===== src/core/pwm_timer_pkg.sv =====
package pwm_timer_pkg;
	localparam int          ADDR_W      = 8;
	localparam int          DATA_W      = 32;
	localparam int          CNT_W       = 16;
	localparam int          PRESCALE_W  = 5;
	// register byte offsets
	localparam logic [7:0]  OFF_START   = 8'h00;
	localparam logic [7:0]  OFF_MODE    = 8'h04;
	localparam logic [7:0]  OFF_FUNC    = 8'h08;
	localparam logic [7:0]  OFF_CTRL0   = 8'h0C;
	localparam logic [7:0]  OFF_CTRL1   = 8'h10;
	localparam logic [7:0]  OFF_STAT0   = 8'h14;
	localparam logic [7:0]  OFF_STAT1   = 8'h18;
	localparam logic [7:0]  OFF_CNT0    = 8'h1C;
	localparam logic [7:0]  OFF_CNT1    = 8'h20;
	localparam logic [7:0]  OFF_CMP0    = 8'h24;
	localparam logic [7:0]  OFF_CMP1    = 8'h34;
	localparam logic [7:0]  REG_STRIDE  = 8'h04;
	// start register fields
	localparam int          START_RUN0  = 0;
	localparam int          START_RUN1  = 1;
	localparam int          START_SEL0  = 2;
	localparam int          START_SEL1  = 3;
	// mode register fields
	localparam int          MODE_CMD_LO = 0;
	localparam int          MODE_CMD_HI = 1;
	localparam int          MODE_BF_LO  = 4;
	localparam int          MODE_BF_HI  = 7;
	localparam int          FUNC_TRIO   = 0;
	// control register fields
	localparam int          CTRL_CKS_LO = 0;
	localparam int          CTRL_CKS_HI = 2;
	localparam int          CTRL_EDG_LO = 3;
	localparam int          CTRL_EDG_HI = 4;
	localparam int          CTRL_W      = 5;
	// status flags
	localparam int          FLAG0_W     = 5;
	localparam int          FLAG1_W     = 6;
	localparam int          FLAG_OVF    = 4;
	localparam int          FLAG_UDF    = 5;
	localparam int          STAT_B5     = 5;
	// compare register indices, buffer enable indices
	localparam int          CMP_A       = 0;
	localparam int          CMP_B       = 1;
	localparam int          CMP_C       = 2;
	localparam int          CMP_D       = 3;
	localparam int          BF_C0       = 0;
	localparam int          BF_D0       = 1;
	localparam int          BF_C1       = 2;
	localparam int          BF_D1       = 3;
	// combined modes
	localparam logic [1:0]  CMD_NORMAL  = 2'h0;
	localparam logic [1:0]  CMD_RSYNC   = 2'h1;
	// count source selections
	localparam logic [2:0]  CKS_F1      = 3'h0;
	localparam logic [2:0]  CKS_F2      = 3'h1;
	localparam logic [2:0]  CKS_F4      = 3'h2;
	localparam logic [2:0]  CKS_F8      = 3'h3;
	localparam logic [2:0]  CKS_F32     = 3'h4;
	localparam logic [2:0]  CKS_EXT     = 3'h5;
	localparam logic [2:0]  CKS_OSC     = 3'h6;
	localparam logic [1:0]  EDGE_RISE   = 2'h0;
	localparam logic [1:0]  EDGE_FALL   = 2'h1;
	localparam logic [15:0] CNT_ZERO    = 16'h0000;
	localparam logic [15:0] CNT_ONE     = 16'h0001;
	localparam logic [15:0] CNT_MAX     = 16'hFFFF;

	typedef enum logic {DIR_UP = 1'b0, DIR_DOWN = 1'b1} dir_t;

	// toggle = pin_c_chan0; normal = pin_b_chan0, pin_a_chan1, pin_b_chan1;
	// counter = pin_d_chan0, pin_c_chan1, pin_d_chan1
	typedef struct packed {
		logic       toggle;
		logic [2:0] normal;
		logic [2:0] counter;
	} pwm_pins_t;
endpackage : pwm_timer_pkg


===== src/core/three_phase_sync_pwm_timer.sv =====
// Our own choices: the APB slave port and the placing of the registers.
`timescale 1ns/1ps
module three_phase_sync_pwm_timer (
	// clock and reset
	input  wire logic                          clock,
	input  wire logic                          resetn,
	// apb slave
	input  wire logic                          psel,
	input  wire logic                          penable,
	input  wire logic                          pwrite,
	input  wire logic [7:0]                    paddr,
	input  wire logic [31:0]                   pwdata,
	output logic      [31:0]                   prdata,
	output logic                               pready,
	output logic                               pslverr,
	// count sources
	input  wire logic                          oscTick,
	input  wire logic                          extCountClockPin,
	// pwm pins
	output pwm_timer_pkg::pwm_pins_t           pwmPins,
	output logic      [6:0]                    pwmOe,
	output logic                               threeChannelPwmActive
);
	logic [1:0]  resetSync;
	logic        rstn;
	logic        run0, run1, stopSel0, stopSel1, trioBit, extPrev, togglePin;
	logic        next_run0, next_run1, next_stopSel0, next_stopSel1, next_trioBit, next_extPrev, next_togglePin;
	logic [1:0]  cmd, next_cmd;
	logic [3:0]  bufEn, next_bufEn;
	logic [4:0]  ctrl0, ctrl1, next_ctrl0, next_ctrl1;
	logic [4:0]  flag0, seen0, next_flag0, next_seen0, set0, clr0;
	logic [5:0]  flag1, seen1, next_flag1, next_seen1, set1, clr1;
	logic [15:0] cnt0, cnt1, next_cnt0, next_cnt1, cntCh1;
	logic [15:0] cmp0 [0:3];
	logic [15:0] cmp1 [0:3];
	logic [15:0] next_cmp0 [0:3];
	logic [15:0] next_cmp1 [0:3];
	logic [15:0] chg [0:2];
	logic [4:0]  prescale, next_prescale;
	logic [2:0]  normal, counterPh, next_normal, next_counterPh;
	logic [31:0] next_prdata;
	pwm_timer_pkg::dir_t dir, next_dir;
	logic        rsyncMode, cmplMode, running, tick, wr, rd;

	// address decode used only by the error answer; the read mux decodes with its own case
	function automatic logic mapped(input logic [7:0] a);
		mapped = (a <= pwm_timer_pkg::OFF_CMP1 + pwm_timer_pkg::REG_STRIDE * 8'h03) && (a[1:0] == 2'h0);
	endfunction : mapped

	// count source tick from prescaler, oscillator or external pin edge
	function automatic logic countTick(input logic [4:0] ctrl, input logic [4:0] pre, input logic osc,
		input logic pin, input logic prev);
		logic [1:0] edg;
		edg = ctrl[pwm_timer_pkg::CTRL_EDG_HI:pwm_timer_pkg::CTRL_EDG_LO];
		case (ctrl[pwm_timer_pkg::CTRL_CKS_HI:pwm_timer_pkg::CTRL_CKS_LO])
			pwm_timer_pkg::CKS_F1:  countTick = 1'b1;
			pwm_timer_pkg::CKS_F2:  countTick = &pre[0:0];
			pwm_timer_pkg::CKS_F4:  countTick = &pre[1:0];
			pwm_timer_pkg::CKS_F8:  countTick = &pre[2:0];
			pwm_timer_pkg::CKS_F32: countTick = &pre[4:0];
			pwm_timer_pkg::CKS_OSC: countTick = osc;
			pwm_timer_pkg::CKS_EXT: begin
				if (edg == pwm_timer_pkg::EDGE_RISE)
					countTick = pin & ~prev;
				else if (edg == pwm_timer_pkg::EDGE_FALL)
					countTick = ~pin & prev;
				else
					countTick = pin ^ prev;
			end
			default: countTick = 1'b0;
		endcase
	endfunction : countTick

	// reset release through two flip-flops
	always_ff @(posedge clock or negedge resetn) begin
		if (!resetn)
			resetSync <= 2'h0;
		else
			resetSync <= {resetSync[0], 1'b1};
	end
	assign rstn = resetSync[1];

	assign pready  = 1'b1;
	assign pslverr = psel & penable & ~mapped(paddr);
	assign pwmPins = '{toggle: togglePin, normal: normal, counter: counterPh};
	assign pwmOe   = {7{cmd != pwm_timer_pkg::CMD_NORMAL}};
	assign threeChannelPwmActive = trioBit & (cmd == pwm_timer_pkg::CMD_NORMAL);

	// next-state logic for counters, pins, flags and registers
	always_comb begin
		next_run0      = run0;
		next_run1      = run1;
		next_stopSel0  = stopSel0;
		next_stopSel1  = stopSel1;
		next_trioBit   = trioBit;
		next_cmd       = cmd;
		next_bufEn     = bufEn;
		next_ctrl0     = ctrl0;
		next_ctrl1     = ctrl1;
		next_cnt0      = cnt0;
		next_cnt1      = cnt1;
		next_dir       = dir;
		next_normal    = normal;
		next_counterPh = counterPh;
		next_togglePin = togglePin;
		next_seen0     = seen0;
		next_seen1     = seen1;
		next_prdata    = prdata;
		next_prescale  = prescale + 5'h01;
		next_extPrev   = extCountClockPin;
		for (int i = 0; i < 4; i++) begin
			next_cmp0[i] = cmp0[i];
			next_cmp1[i] = cmp1[i];
		end
		chg[0] = cmp0[pwm_timer_pkg::CMP_B];
		chg[1] = cmp1[pwm_timer_pkg::CMP_A];
		chg[2] = cmp1[pwm_timer_pkg::CMP_B];
		set0 = '0;
		set1 = '0;
		clr0 = '0;
		clr1 = '0;
		rsyncMode = (cmd == pwm_timer_pkg::CMD_RSYNC);
		cmplMode  = cmd[pwm_timer_pkg::MODE_CMD_HI];
		running   = rsyncMode ? run0 : (cmplMode & run0 & run1);
		// both counters share channel 0 source; channel 1 control is not consulted
		tick   = countTick(ctrl0, prescale, oscTick, extCountClockPin, extPrev);
		cntCh1 = rsyncMode ? cnt0 : cnt1;
		wr = psel & penable & pwrite;
		rd = psel & penable & ~pwrite;

		if (running && tick) begin
			// match flags, C and D included in buffer role
			for (int i = 0; i < 4; i++) begin
				if (cnt0 == cmp0[i])
					set0[i] = 1'b1;
				if (cntCh1 == cmp1[i])
					set1[i] = 1'b1;
			end
			if (rsyncMode) begin
				// pins come only from compare logic, io and polarity settings unused
				if (cnt0 == cmp0[pwm_timer_pkg::CMP_A]) begin
					next_cnt0      = pwm_timer_pkg::CNT_ZERO;
					next_togglePin = ~togglePin;
					next_normal    = 3'h7;
					next_counterPh = 3'h0;
					if (!stopSel0)
						next_run0 = 1'b0;
					// buffer transfer at period boundary
					if (bufEn[pwm_timer_pkg::BF_C0])
						next_cmp0[pwm_timer_pkg::CMP_A] = cmp0[pwm_timer_pkg::CMP_C];
					if (bufEn[pwm_timer_pkg::BF_D0])
						next_cmp0[pwm_timer_pkg::CMP_B] = cmp0[pwm_timer_pkg::CMP_D];
					if (bufEn[pwm_timer_pkg::BF_C1])
						next_cmp1[pwm_timer_pkg::CMP_A] = cmp1[pwm_timer_pkg::CMP_C];
					if (bufEn[pwm_timer_pkg::BF_D1])
						next_cmp1[pwm_timer_pkg::CMP_B] = cmp1[pwm_timer_pkg::CMP_D];
				end else begin
					next_cnt0 = cnt0 + pwm_timer_pkg::CNT_ONE;
					if (cnt0 == pwm_timer_pkg::CNT_MAX)
						set0[pwm_timer_pkg::FLAG_OVF] = 1'b1;
					for (int k = 0; k < 3; k++) begin
						if (cnt0 == chg[k]) begin
							next_normal[k]    = 1'b0;
							next_counterPh[k] = 1'b1;
						end
					end
				end
			end else begin
				case (dir)
					pwm_timer_pkg::DIR_UP: begin
						next_cnt0 = cnt0 + pwm_timer_pkg::CNT_ONE;
						next_cnt1 = cnt1 + pwm_timer_pkg::CNT_ONE;
						if (cnt0 == cmp0[pwm_timer_pkg::CMP_A]) begin
							next_dir       = pwm_timer_pkg::DIR_DOWN;
							next_togglePin = ~togglePin;
							if (!stopSel0)
								next_run0 = 1'b0;
						end
					end
					pwm_timer_pkg::DIR_DOWN: begin
						next_cnt0 = cnt0 - pwm_timer_pkg::CNT_ONE;
						next_cnt1 = cnt1 - pwm_timer_pkg::CNT_ONE;
						if (cnt1 == pwm_timer_pkg::CNT_ZERO) begin
							next_dir       = pwm_timer_pkg::DIR_UP;
							next_togglePin = ~togglePin;
							set1[pwm_timer_pkg::FLAG_UDF] = 1'b1;
							// change points reload at the trough; period never reloads
							if (bufEn[pwm_timer_pkg::BF_D0])
								next_cmp0[pwm_timer_pkg::CMP_B] = cmp0[pwm_timer_pkg::CMP_D];
							if (bufEn[pwm_timer_pkg::BF_C1])
								next_cmp1[pwm_timer_pkg::CMP_A] = cmp1[pwm_timer_pkg::CMP_C];
							if (bufEn[pwm_timer_pkg::BF_D1])
								next_cmp1[pwm_timer_pkg::CMP_B] = cmp1[pwm_timer_pkg::CMP_D];
						end
					end
					default: next_dir = pwm_timer_pkg::DIR_UP;
				endcase
				if (cnt1 == cmp1[pwm_timer_pkg::CMP_A] && !stopSel1)
					next_run1 = 1'b0;
				// phases from counter position and direction; gap between them is dead time
				for (int k = 0; k < 3; k++) begin
					if (dir == pwm_timer_pkg::DIR_UP) begin
						next_normal[k]    = (cnt1 != pwm_timer_pkg::CNT_MAX) && (cnt1 > chg[k]);
						next_counterPh[k] = (cnt0 < chg[k]);
					end else begin
						next_normal[k]    = (cnt1 >= chg[k]);
						next_counterPh[k] = (cnt0 <= chg[k]);
					end
				end
			end
		end

		// register writes
		if (wr) begin
			case (paddr)
				pwm_timer_pkg::OFF_START: begin
					next_run0     = pwdata[pwm_timer_pkg::START_RUN0];
					next_run1     = pwdata[pwm_timer_pkg::START_RUN1];
					next_stopSel0 = pwdata[pwm_timer_pkg::START_SEL0];
					next_stopSel1 = pwdata[pwm_timer_pkg::START_SEL1];
				end
				pwm_timer_pkg::OFF_MODE: begin
					next_cmd   = pwdata[pwm_timer_pkg::MODE_CMD_HI:pwm_timer_pkg::MODE_CMD_LO];
					next_bufEn = pwdata[pwm_timer_pkg::MODE_BF_HI:pwm_timer_pkg::MODE_BF_LO];
				end
				pwm_timer_pkg::OFF_FUNC:  next_trioBit = pwdata[pwm_timer_pkg::FUNC_TRIO];
				pwm_timer_pkg::OFF_CTRL0: next_ctrl0 = pwdata[pwm_timer_pkg::CTRL_W-1:0];
				pwm_timer_pkg::OFF_CTRL1: next_ctrl1 = pwdata[pwm_timer_pkg::CTRL_W-1:0];
				pwm_timer_pkg::OFF_STAT0: begin
					clr0       = ~pwdata[pwm_timer_pkg::FLAG0_W-1:0] & seen0;
					next_seen0 = '0;
				end
				pwm_timer_pkg::OFF_STAT1: begin
					clr1       = ~pwdata[pwm_timer_pkg::FLAG1_W-1:0] & seen1;
					next_seen1 = '0;
				end
				pwm_timer_pkg::OFF_CNT0: next_cnt0 = pwdata[pwm_timer_pkg::CNT_W-1:0];
				pwm_timer_pkg::OFF_CNT1: next_cnt1 = pwdata[pwm_timer_pkg::CNT_W-1:0];
				default: begin
					for (int i = 0; i < 4; i++) begin
						if (paddr == pwm_timer_pkg::OFF_CMP0 + pwm_timer_pkg::REG_STRIDE * 8'(i))
							if (!(cmplMode && running && i == pwm_timer_pkg::CMP_A))
								next_cmp0[i] = pwdata[pwm_timer_pkg::CNT_W-1:0];
						if (paddr == pwm_timer_pkg::OFF_CMP1 + pwm_timer_pkg::REG_STRIDE * 8'(i))
							next_cmp1[i] = pwdata[pwm_timer_pkg::CNT_W-1:0];
					end
				end
			endcase
		end

		// a flag is armed for clearing only by a read that saw it set
		if (rd && paddr == pwm_timer_pkg::OFF_STAT0)
			next_seen0 = prdata[pwm_timer_pkg::FLAG0_W-1:0];
		if (rd && paddr == pwm_timer_pkg::OFF_STAT1)
			next_seen1 = prdata[pwm_timer_pkg::FLAG1_W-1:0];
		next_flag0 = (flag0 & ~clr0) | set0;
		next_flag1 = (flag1 & ~clr1) | set1;

		// read data captured in the setup cycle
		if (psel && !penable && !pwrite) begin
			next_prdata = 32'h0000_0000;
			case (paddr)
				pwm_timer_pkg::OFF_START: next_prdata[3:0] = {stopSel1, stopSel0, run1, run0};
				pwm_timer_pkg::OFF_MODE: begin
					next_prdata[pwm_timer_pkg::MODE_CMD_HI:pwm_timer_pkg::MODE_CMD_LO] = cmd;
					next_prdata[pwm_timer_pkg::MODE_BF_HI:pwm_timer_pkg::MODE_BF_LO]   = bufEn;
				end
				pwm_timer_pkg::OFF_FUNC:  next_prdata[pwm_timer_pkg::FUNC_TRIO] = trioBit;
				pwm_timer_pkg::OFF_CTRL0: next_prdata[pwm_timer_pkg::CTRL_W-1:0] = ctrl0;
				pwm_timer_pkg::OFF_CTRL1: next_prdata[pwm_timer_pkg::CTRL_W-1:0] = ctrl1;
				pwm_timer_pkg::OFF_STAT0: begin
					next_prdata[pwm_timer_pkg::FLAG0_W-1:0] = flag0;
					next_prdata[pwm_timer_pkg::STAT_B5]     = 1'b1;
				end
				pwm_timer_pkg::OFF_STAT1: next_prdata[pwm_timer_pkg::FLAG1_W-1:0] = flag1;
				pwm_timer_pkg::OFF_CNT0:  next_prdata[pwm_timer_pkg::CNT_W-1:0] = cnt0;
				pwm_timer_pkg::OFF_CNT1:  next_prdata[pwm_timer_pkg::CNT_W-1:0] = cnt1;
				default: begin
					for (int i = 0; i < 4; i++) begin
						if (paddr == pwm_timer_pkg::OFF_CMP0 + pwm_timer_pkg::REG_STRIDE * 8'(i))
							next_prdata[pwm_timer_pkg::CNT_W-1:0] = cmp0[i];
						if (paddr == pwm_timer_pkg::OFF_CMP1 + pwm_timer_pkg::REG_STRIDE * 8'(i))
							next_prdata[pwm_timer_pkg::CNT_W-1:0] = cmp1[i];
					end
				end
			endcase
		end
	end

	// state registers
	always_ff @(posedge clock or negedge rstn) begin
		if (!rstn) begin
			run0      <= 1'b0;
			run1      <= 1'b0;
			stopSel0  <= 1'b0;
			stopSel1  <= 1'b0;
			trioBit   <= 1'b0;
			cmd       <= pwm_timer_pkg::CMD_NORMAL;
			bufEn     <= 4'h0;
			ctrl0     <= 5'h00;
			ctrl1     <= 5'h00;
			flag0     <= 5'h00;
			flag1     <= 6'h00;
			seen0     <= 5'h00;
			seen1     <= 6'h00;
			cnt0      <= pwm_timer_pkg::CNT_ZERO;
			cnt1      <= pwm_timer_pkg::CNT_ZERO;
			dir       <= pwm_timer_pkg::DIR_UP;
			prescale  <= 5'h00;
			extPrev   <= 1'b0;
			normal    <= 3'h0;
			counterPh <= 3'h0;
			togglePin <= 1'b0;
			prdata    <= 32'h0000_0000;
			for (int i = 0; i < 4; i++) begin
				cmp0[i] <= pwm_timer_pkg::CNT_MAX;
				cmp1[i] <= pwm_timer_pkg::CNT_MAX;
			end
		end else begin
			run0      <= next_run0;
			run1      <= next_run1;
			stopSel0  <= next_stopSel0;
			stopSel1  <= next_stopSel1;
			trioBit   <= next_trioBit;
			cmd       <= next_cmd;
			bufEn     <= next_bufEn;
			ctrl0     <= next_ctrl0;
			ctrl1     <= next_ctrl1;
			flag0     <= next_flag0;
			flag1     <= next_flag1;
			seen0     <= next_seen0;
			seen1     <= next_seen1;
			cnt0      <= next_cnt0;
			cnt1      <= next_cnt1;
			dir       <= next_dir;
			prescale  <= next_prescale;
			extPrev   <= next_extPrev;
			normal    <= next_normal;
			counterPh <= next_counterPh;
			togglePin <= next_togglePin;
			prdata    <= next_prdata;
			for (int i = 0; i < 4; i++) begin
				cmp0[i] <= next_cmp0[i];
				cmp1[i] <= next_cmp1[i];
			end
		end
	end
endmodule : three_phase_sync_pwm_timer


===== config.mk =====
export PLATFORM = sky130hd
export DESIGN_NAME = three_phase_sync_pwm_timer
export DESIGN_NICKNAME = d
export VERILOG_FILES = /design/src/core/pwm_timer_pkg.sv /design/src/core/three_phase_sync_pwm_timer.sv
export SDC_FILE = /design/constraint.sdc
export NUM_CORES = 1
export LEC_CHECK = 0
export BUFFER_PORTS_ARGS = -buffer_cell sky130_fd_sc_hd__buf_2
export CORE_MARGIN = 4
export CORE_UTILIZATION = 40
export DETAILED_ROUTE_END_ITERATION = 8
export GPL_TIMING_DRIVEN = 0
export PLACE_DENSITY = 0.68
export SLEW_MARGIN = 20
export SYNTH_ARGS = -nofsm -noshare
export SYNTH_HDL_FRONTEND = slang
export SYNTH_SLANG_ARGS = --single-unit

===== constraint.sdc =====
create_clock -name clock -period 16.56 [get_ports clock]
set_input_delay 2.484 -clock clock [delete_from_list [all_inputs] [get_ports clock]]
set_output_delay 2.484 -clock clock [all_outputs]
set_load 0.01 [all_outputs]

Yosys cells after proc, flatten, opt, wreduce, memory -nomap -nowiden

Index checks and enable logic that the tools add are counted.
Widths: inputs -> output; s select.

Word-level logic and storage cells: 292
Bits in registers: 235
Memories: 0
Bits in latches: 0
Input bits: 47
Bits in read-only memories: 0
Memory bits (writable): 0

Magnitude comparators: 13
Divide/modulo/power cells: 0
Reduce and logical (&&, ||, !) cells: 50
Multiply operators: 0
Add/sub/neg operators: 5
Mux-type cells: 120
Eq/ne operators: 41
Bitwise operators: 28
Shift-type cells: 0

Operator list:

| operator              | number |
|---|---|
| $mux 16               | 35 |
| $mux 64               | 4 |
| $mux 32               | 7 |
| $eq 16x16->1          | 11 |
| $eq 8x6->1 const B    | 8 |
| $pmux 16 s2           | 2 |
| $ge 16x16->1          | 3 |
| $gt 16x16->1          | 3 |
| $le 16x16->1          | 3 |
| $lt 16x16->1          | 3 |
| $mux 1                | 46 |
| $add 16x1->16 const B | 2 |
| $eq 8x5->1 const B    | 4 |
| $sub 16x1->16 const B | 2 |
| $mux 5                | 6 |
| $mux 6                | 5 |
| $reduce_and 2->1      | 13 |
| $pmux 8 s3            | 1 |
| $pmux 1 s9            | 2 |
| $eq 16x16->1 const B  | 1 |
| $eq 8x4->1 const B    | 2 |
| $logic_not 16->1      | 1 |
| $ne 16x16->1 const B  | 1 |
| $pmux 2 s8            | 1 |
| 38 further kinds      | 91 |

Longest topological paths before layout

Gate-level depths: netlist of the first run.

Depth after elaboration: 11
Gate-level depth with buffers: 11

Worst setup path after synthesis of the first run

No wires, ideal clock.

Path type: input to output
From: input port paddr[3]
To: output port pslverr
Slack: 10,056 ps
Stages on the path: 7
Arrival: 4,020 ps
Buffers on the path: 3
Required time: 14,076 ps
Cells stage by stage: buf_2 -> nor4_1 -> and3_1 -> clkbuf_1 -> clkbuf_1 -> o21ai_0 -> and3_1

Cells in the longest elaborated chain, start to end: 4

RTL lines:

| element           | line                             | text |
|---|---|---|
| from (decl)       | three_phase_sync_pwm_timer.sv:11 | `input wire logic [7:0] paddr,` |
| $le 8x7->1        | three_phase_sync_pwm_timer.sv:47 | `mapped = (a <= pwm_timer_pkg::OFF_CMP1 + pwm_timer_pkg::REG_STRIDE * 8'h03) && (a[1:0] == 2'h0);` |
| $logic_and 1x1->1 | three_phase_sync_pwm_timer.sv:47 |  |
| $not 1->1         | three_phase_sync_pwm_timer.sv:84 | `assign pslverr = psel & penable & ~mapped(paddr);` |
| $and 1x1->1       | three_phase_sync_pwm_timer.sv:84 |  |
| to (decl)         | three_phase_sync_pwm_timer.sv:15 | `output logic pslverr,` |

Every way passes these cells.

Worst setup path after layout of the first run

Ends and elaborated chain as after synthesis.

==> out/summary.txt, run 1 <==
Initial Util: 0.4072
Area growth syn-to-layout: 12.13%
antenna violations before repair: 1
FF-to-FF setup slack: 12.62 ns
Data required, critical path: 14.08 ns
vias in the first global route: 15790
DP HPWL: 58.88 mm
Sw Pwr: 426.1 uW
Sum Neg Setup Slack: 0 ns
RePlAce Congestion: 1.053
Worst Hold Slack: 0.3493 ns
GRT Total Usage: 0.3254
clock sinks: 235
Vias: 16260
die width: 215.1 um
total CTS buffers: 29
critical path arrival: 5.57 ns
core area: 0.04213 mm^2
Post-CTS Setup Bufs: 0
syn_area_per_cell: 9.249 um^2
Synth Area in Compound Gates: 0.1741
Residual DRC: 0
Pint: 1.047 mW
number of synthesized flops with an enable pin: 0
Final Max Tran Viols: 0
Fillers: 4098
LEAKAGE: 8.337 nW
cell accounting for the most synthesized area: dfstp_2
CTS tree: done
Final ANT Viol Nets: 0
Clk network pwr share: 0.445
Area contributors post-synth: dfstp_2 20%, dfrtp_1 16%, ha_1 8.5%
cells after synthesis: 1855
YS warnings: 0
run status: finished, final reports clean
DIE AREA: 0.04627 mm^2
top post-synthesis cells by count: 173 x nand2_1, 128 x dfstp_2, 127 x o21ai_0, 119 x nor2_1, 117 x ha_1
largest net degree at the start of global routing: 55
1st-iter DRT viols: 1949
mux contribution to synthesized area: 0.1108
maxcap violations: 0
Via density: 6.446
Initial DRT Pass Iterations: 6
Yosys reg bits: 235
hold_buf cts: 0
final setup fails: 0
Clock Latency Late Sink: 0.58 ns
worst min path class: flop to flop
Worst Hold Depth: 0
Max Root-Sink Buffers: 3
most frequent cell after synthesis: nand2_1
Yosys cell types: 84
period utilisation layout: 0.4864
simple-gate share of the synthesized area: 0.1518
Worst slew margin: 0.1513
VDD IR max: 0.00007824 V
Critical Path Fanout Max: 10
Max Clock Skew: 0.02321 ns
cts repair resizes: 0
Yosys top cell area share: 0.1960
min Tclk post-route: 8.055 ns
WL/cell: 30.85 um
WL final: 77.80 mm
sequential power share: 0.423
Synth Area in Adders: 0.08649
clk slew on worst S/H paths: 0.06 ns
top_reg_cell synth: dfstp_2
xor and xnor area share after synthesis: 0.07044
Root Driver: clkbuf_16
Final Hold Fails: 0
combinational power share: 0.132
Post-synth ARST share: 1.000
combinational family with the most area after synthesis: compound AO/OA/AOI/OAI gates
first-pass GRT wire length: 111.5 mm
nets@finish: 2123
R2R cell count: 8
worst-margin pin slew: 1.273 ns
critical path class: input port to output pin
cell row count: 75
Peak Freq: 124.2 MHz
total grt overflow: 0
CTS HTree Levels: 1
Die Y: 215.1 um
crit path launch type: input port
Port Buf Inserts: 50
reg2reg start: cmd[0]
io pins: 96
share of cells above drive strength 1: 0.2091
post-synth design cell area: 0.01716 mm^2
Hold EP: resetSync[1]
hold_sp: resetSync[0]
CP endpoint kind: output pin
unrepaired setup endpoints after global routing: false
switch share: 0.2893
reg2reg end: flag1[2]
Cell Pwr Density: 76.55 mW/mm^2
sequential fraction of the synthesis area: 0.3521
[per-layer routing]
metal | vias up | global-route usage | wire (um)
li1 | 6945 | - | -
met1 | 8021 | 0.4205 | 30720
met2 | 1007 | 0.4811 | 32760
met3 | 283 | 0.09619 | 8306
met4 | 0 | 0.1965 | 6004
met5 | - | 0 | 0
[cell type report]
class | count | area, um^2 | share of cell area
Multi-Input combinational cell | 1438 | 10260 | 0.5335
Antenna cell | 3 | 7.507 | 0.0003902
Clock inverter | 13 | 152.6 | 0.007934
Timing Repair Buffer | 56 | 362.8 | 0.01886
Clock buffer | 40 | 807.0 | 0.04195
Sequential cell | 235 | 6045 | 0.3142
Buffer | 129 | 666.9 | 0.03466
Tap cell | 539 | 674.4 | 0.03505
Inverter | 69 | 259.0 | 0.01346
[flip-flops by register name (all words and copies together), names as in the netlist, 2 cells and up]
register,count
normal,3
cmd,2
cmp0,48
cmp1,32
resetSync,2
seen0,5
prescale,5
cnt1,16
ctrl1,5
bufEn,4
seen1,6
flag0,5
prdata,16
ctrl0,5
flag1,6
chg,48
cnt0,16
counterPh,3
[critical path: stages]
cell,delay (ns)
buf_2,0.12
buf_2,0.19
nor4_1,0.92
and3_1,0.28
clkbuf_1,0.39
clkbuf_1,0.53
o21ai_0,0.25
and3_1,0.26
buf_2,0.13
[placed cells by master, fill, tap and decap left out, drive strengths merged, types with 14 or more instances in the layout]
| cell type | count |
|---|---|
| ha | 117 |
| nor3 | 24 |
| nor4 | 43 |
| nand2 | 177 |
| dfrtp | 107 |
| a22oi | 34 |
| dfstp | 128 |
| nand4 | 30 |
| o21a | 14 |
| inv | 68 |
| conb | 18 |
| a21oi | 92 |
| xor2 | 58 |
| xnor2 | 80 |
| and3 | 19 |
| o21ai | 149 |
| mux2 | 75 |
| buf | 132 |
| nand2b | 15 |
| mux2i | 101 |
| clkbuf | 93 |
| a21o | 19 |
| nor2 | 126 |
| a31oi | 33 |
| nand3 | 37 |
[power groups by stage]
stage                     registers, mW  logic (mW)  clock network [mW]
after floorplan                   0.627       0.103                   0
after global placement            0.638       0.174                   0
after detailed placement          0.630       0.188                   0
after CTS                         0.621       0.189               0.657
after global routing              0.623       0.208               0.683
final                             0.622       0.195               0.655
[per-stage QoR]
step,power [mW],cell area [um^2],cells,worst slack [ns],utilization
after CTS,1.467,19230,2519,8.729,0.4565
after floorplan,0.7301,17220,1871,9.750,-
after detailed placement,0.8183,18270,2466,8.743,0.4337
final,1.473,19240,2522,8.505,0.4566
after global routing,1.514,19230,2519,8.574,0.4565
after global placement,0.8121,18140,2460,6.775,0.4306
[cell families (layout without fill, tap and decap cells)]
group | after synthesis | in the layout
flip-flops | 235 | 235
multiplexers | 178 | 178
XOR/XNOR | 138 | 138
AND/OR/NAND/NOR | 526 | 526
AO/OA/AOI/OAI | 460 | 460
buffers and inverters | 198 | 307
other | 2 | 21
adder cells (fa/ha/maj) | 118 | 118
[worst max-delay path by stage]
stage | startpoint | endpoint | slack, ns | cells past startpoint
2_1_floorplan | resetSync[1] | bufEn[0] | 9.75 | 0
3_3_place_gp | resetSync[1] | cnt0[3] | 6.78 | 0
3_5_place_dp | paddr[3] | pslverr | 8.74 | 9
4_1_cts | paddr[3] | pslverr | 8.73 | 9
5_1_grt | paddr[3] | pslverr | 8.57 | 9
6_report | paddr[3] | pslverr | 8.51 | 9
Power figures use the tool's default switching activity.
==> inputs of run 2 (changes only) <==
PLACE_DENSITY = 0.7   (was 0.68)
clock period = 6.75 ns   (was 16.56 ns; I/O delays follow)
==> out/summary.txt, run 2 (synthesized netlist as in run 1, its figures left out) <==
run status: finished, final reports clean
CTS tree: done
combinational power share: 0.133 (about the same)
CP endpoint kind: output pin
post-place setup slack: 2.151 ns (-6.592 ns)
R2R cell count: 8 (unchanged)
io pins: 96 (unchanged)
DIE AREA: 0.04627 mm^2 (unchanged)
VDD IR max: 0.0001692 V (+120%)
Data required, critical path: 5.74 ns (-8.34 ns)
cell row count: 75 (unchanged)
critical path arrival: 3.75 ns (-1.82 ns)
antenna violations before repair: 1 (unchanged)
Peak Freq: 209.9 MHz
GRT Total Usage: 0.3415 (+0.01605)
RePlAce Congestion: 1.022 (-2.9%)
Port Buf Inserts: 50 (unchanged)
Root Driver: clkbuf_16
WL final: 81.69 mm (+5.0%)
share of cells above drive strength 1: 0.2114 (+0.002341)
DP Cell Count: 2464 (-0.081%)
worst min path class: input port to asynchronous set/reset pin
sequential power share: 0.418 (-0.005)
switch share: 0.2954 (+0.006082)
WL/cell: 32.47 um (+5.3%)
Post-CTS Setup Bufs: 0 (unchanged)
Max Clock Skew: 0.01412 ns (-0.009089 ns)
Residual DRC: 0 (unchanged)
nets@finish: 2121 (-0.094%)
unrepaired setup endpoints after global routing: false
fin cells: 2516 (-0.24%)
M1 WL: 32.60 mm (+6.1%)
Vias: 16320 (+0.38%)
Worst Hold Slack: 0.2060 ns (-0.1432 ns)
Area growth syn-to-layout: 12.19% (about the same)
Max Root-Sink Buffers: 3 (unchanged)
Initial DRT Pass Iterations: 9 (+3)
worst-margin pin slew: 1.327 ns (+0.05410 ns)
largest net degree at the start of global routing: 63 (+15%)
Sum Neg Setup Slack: 0 ns (unchanged)
period utilisation layout: 0.7059
ANT cells: 0 (-3)
Worst path max stage delay: 0.66 ns (-0.26 ns)
Die Y: 215.1 um (unchanged)
Clock Latency Late Sink: 0.58 ns (about the same)
core area: 0.04213 mm^2 (unchanged)
most common cell after layout, fill and taps aside: nand2_1
maxcap violations: 0 (unchanged)
critical path's most frequent cell: buf_2
Sw Pwr: 1.083 mW (+150%)
hold_buf cts: 0 (unchanged)
Fillers: 4059 (-0.95%)
Final ANT Viol Nets: 0 (unchanged)
Clk network pwr share: 0.449 (+0.004)
Initial Util: 0.4072 (unchanged)
total power: 3.667 mW (+150%)
critical path class: input port to output pin
first-pass GRT wire length: 115.7 mm (+3.8%)
die width: 215.1 um (unchanged)
clk slew on worst S/H paths: 0.06 ns (about the same)
Via density: 6.486 (+0.62%)
DP HPWL: 60.73 mm (+3.1%)
final setup fails: 0 (unchanged)
met3 WL post-DR: 9.352 mm (+13%)
Worst slew margin: 0.1152 (-0.03607)
clock sinks: 235 (unchanged)
DR WL met2: 34.67 mm (+5.8%)
crit-path cells: buf_2 > buf_2 > nor4_1 > and3_1 > clkbuf_1 > clkbuf_1 > o21ai_0 > and3_1 > buf_2
commonest non-fill, non-tap cells in the layout: 173 x nand2_1, 128 x dfstp_2, 127 x o21ai_0
slowest CP cell: nor4_1
CTS HTree Levels: 1 (unchanged)
crit path launch type: input port
Final Cell Area: 0.01925 mm^2 (about the same)
Final Hold Fails: 0 (unchanged)
LEAKAGE: 8.357 nW (+0.24%)
total CTS buffers: 29 (unchanged)
Final Max Tran Viols: 0 (unchanged)
1st-iter DRT viols: 1868 (-4.2%)
Cell Pwr Density: 190.5 mW/mm^2 (+150%)
Final WS setup: 1.985 ns (-6.520 ns)
DP Area: 0.01826 mm^2 (about the same)
vias in the first global route: 15610 (-1.1%)
total grt overflow: 0 (unchanged)
Critical Path Fanout Max: 10 (unchanged)
Post-Route Utilization: 0.4569 (about the same)
Pint: 2.583 mW (+150%)
min Tclk post-route: 4.765 ns
highest routed metal layer: met5
cts repair resizes: 0 (unchanged)
==> run 2: cell types whose count changed in the layout (fill, tap and decap cells not counted), moves of 2 or more <==
cell	change
buf_2	-2
clkbuf_1	-11
clkbuf_2	+5
clkbuf_8	-2
clkinv_1	+3
diode_2	-3
inv_8	+2
==> run 2: metal layers <==
| metal | vias up | track usage |
|---|---|---|
| met5 | - | 0 |
| met4 | 2 | 0.1744 |
| met3 | 248 | 0.09718 |
| met2 | 1001 | 0.5070 |
| met1 | 8131 | 0.4551 |
| li1 | 6936 | - |
==> run 2: worst paths after layout <==
kind / slack (ns) / endpoint / startpoint
setup / recovery: 1.99 / pslverr / paddr[3]
min in group clock: 0.35 / resetSync[1] / resetSync[0]
hold reg to reg: 0.24 / prdata[14] / resetSync[1]
setup reg to reg: 2.78 / flag1[0] / cmd[0]
hold / removal: 0.21 / resetSync[1] / resetn
max in group asynchronous: 5.52 / chg[34] / resetSync[1]
==> run 2: cell type report <==
class                      instances  area [um^2]  area share
clock buffer                      32        757.0     0.03932
tap                              539        674.4     0.03503
inverter                          69        259.0     0.01345
timing repair buffer              54        360.3     0.01872
buffer                           129        673.1     0.03497
multi-input combinational       1438        10260      0.5330
clock inverter                    20        221.5     0.01150
sequential                       235         6045      0.3140
==> run 2: power by group through the flow <==
stage	combinational [mW]	clock, mW	sequential [mW]
5_1_grt	0.517	1.72	1.53
6_report	0.489	1.65	1.53
3_3_place_gp	0.432	0	1.57
2_1_floorplan	0.254	0	1.54
4_1_cts	0.474	1.66	1.53
3_5_place_dp	0.472	0	1.55
==> run 2: worst max-delay path: cells and delay by family <==
kind | cells | cell delay, ns
AOI/OAI and AO/OA | 1 | 0.23
buffers and inverters | 5 | 1.35
and+or+nand+nor | 3 | 1.15
==> inputs of run 3 (changes only) <==
clock period = 4.2 ns   (was 6.75 ns; I/O delays follow)
==> out/summary.txt, run 3 (synthesized netlist as in run 1, its figures left out) <==
run status: finished, final reports clean
Final WS setup: 0.2486 ns (-1.737 ns)
crit path capture: pslverr
sequential power share: 0.417 (about the same)
crit path launch type: input port
1st-iter DRT viols: 1863 (-0.27%)
Root Driver: clkbuf_16
Register Area: 0.006045 mm^2 (unchanged)
die width: 215.1 um (unchanged)
Residual DRC: 0 (unchanged)
cell row count: 75 (unchanged)
hold_buf cts: 1 (+1)
Clk network pwr share: 0.450 (about the same)
Max Clock Skew: 0.01177 ns (-0.002357 ns)
unrepaired setup endpoints after global routing: false
Max Root-Sink Buffers: 3 (unchanged)
Via density: 6.424 (-0.96%)
R2R cell count: 8 (unchanged)
vias in the first global route: 15610 (+0.019%)
Sw Pwr: 1.744 mW (+61%)
Final Max Tran Viols: 0 (unchanged)
Initial Util: 0.4072 (unchanged)
critical path arrival: 3.32 ns (-0.43 ns)
reg2reg start: cmd[0]
GRT Total Usage: 0.3415 (about the same)
WL final: 81.61 mm (-0.11%)
clk slew on worst S/H paths: 0.05 ns (about the same)
most common cell after layout, fill and taps aside: nand2_1
ANT cells: 0 (unchanged)
combinational power share: 0.133 (about the same)
share of cells above drive strength 1: 0.2113 (about the same)
Worst Hold Slack: 0.1977 ns (-0.008292 ns)
LEAKAGE: 8.361 nW (about the same)
reg2reg end: flag1[0]
clock sinks: 235 (unchanged)
min Tclk post-route: 3.951 ns
Final ANT Viol Nets: 0 (unchanged)
Fillers: 4059 (unchanged)
commonest non-fill, non-tap cells in the layout: 173 x nand2_1, 128 x dfstp_2, 127 x o21ai_0
switch share: 0.2957 (+0.0003381)
Die Y: 215.1 um (unchanged)
largest net degree at the start of global routing: 63 (unchanged)
critical path class: input port to output pin
CTS tree: done
final setup fails: 0 (unchanged)
RePlAce Congestion: 1.022 (unchanged)
CP endpoint kind: output pin
DP Cell Count: 2464 (unchanged)
Cell Pwr Density: 306.2 mW/mm^2 (+61%)
total CTS buffers: 29 (unchanged)
multi-input logic area: 0.01026 mm^2 (unchanged)
worst min path class: input port to flop
Clock Latency Late Sink: 0.58 ns (about the same)
maxcap violations: 0 (unchanged)
FF-to-FF setup slack: 0.29 ns (-2.49 ns)
io pins: 96 (unchanged)
Final Hold Fails: 0 (unchanged)
Vias: 16170 (-0.92%)
CTS HTree Levels: 1 (unchanged)
core area: 0.04213 mm^2 (unchanged)
worst-margin pin slew: 1.313 ns (-0.01403 ns)
Pint: 4.153 mW (+61%)
total grt overflow: 0 (unchanged)
cts repair resizes: 0 (unchanged)
Data required, critical path: 3.57 ns (-2.17 ns)
Post-CTS Setup Bufs: 0 (unchanged)
Critical Path Fanout Max: 10 (unchanged)
fin cells: 2517 (+0.040%)
Initial DRT Pass Iterations: 6 (-3)
post-place setup slack: 0.3665 ns (-1.785 ns)
Peak Freq: 253.1 MHz
Area growth syn-to-layout: 12.25% (about the same)
first-pass GRT wire length: 115.7 mm (about the same)
period utilisation layout: 0.9408
Worst slew margin: 0.1246 (+0.009356)
VDD IR max: 0.0002731 V (+61%)
nets@finish: 2122 (+0.047%)
antenna violations before repair: 1 (unchanged)
WL/cell: 32.42 um (-0.14%)
DIE AREA: 0.04627 mm^2 (unchanged)
Critical path origin: paddr[3]
DP HPWL: 60.73 mm (unchanged)
Port Buf Inserts: 50 (unchanged)
==> run 3: worst min-delay path by stage <==
stage	startpoint	to	slack (ns)	cells after the start
6_report	extCountClockPin	extPrev	0.20	1
5_1_grt	extCountClockPin	extPrev	0.20	1
4_1_cts	extCountClockPin	extPrev	0.19	1
3_5_place_dp	resetSync[1]	prdata[14]	0.23	0
3_3_place_gp	resetSync[0]	resetSync[1]	0.34	0
2_1_floorplan	resetn	resetSync[0]	0.33	0
==> run 3: per-stage QoR <==
stage	util	cell area (um^2)	setup TNS, ns	power, mW
final	0.4571	19260	0	5.896
after global routing	0.4571	19260	0	6.055
after CTS	0.4569	19250	0	5.883
after detailed placement	0.4334	18260	0	3.249
after global placement	0.4306	18140	-128.97	3.223
after floorplan	-	17220	0	2.879
==> run 3: layout make-up <==
class | count | area share
multi-input combinational | 1438 | 0.5327
sequential | 235 | 0.3138
clock buffer | 32 | 0.03930
tap | 539 | 0.03502
buffer | 129 | 0.03495
timing repair buffer | 55 | 0.01923
inverter | 69 | 0.01345
clock inverter | 20 | 0.01150
==> run 3: power groups by stage <==
stage          Combinational (mW)  Clock (mW)  Sequential [mW]
2_1_floorplan               0.408           0             2.47
3_3_place_gp                0.694           0             2.53
3_5_place_dp                0.759           0             2.49
4_1_cts                     0.762        2.67             2.45
5_1_grt                     0.831        2.76             2.46
6_report                    0.784        2.65             2.46
==> run 3: worst max-delay path, stage by stage <==
cell      delay (ns)
buf_2           0.11
buf_2           0.18
nor4_1          0.65
and3_1          0.26
clkbuf_1        0.38
clkbuf_1        0.52
o21ai_0         0.22
and3_1          0.23
buf_2           0.13
==> run 3: layer usage <==
metal / up-vias / wire [um] / GRT usage
met5: - / 13 / 0
met2: 958 / 34580 / 0.5070
met3: 250 / 9143 / 0.09718
met1: 8025 / 32660 / 0.4552
met4: 2 / 5204 / 0.1744
li1: 6933 / - / -
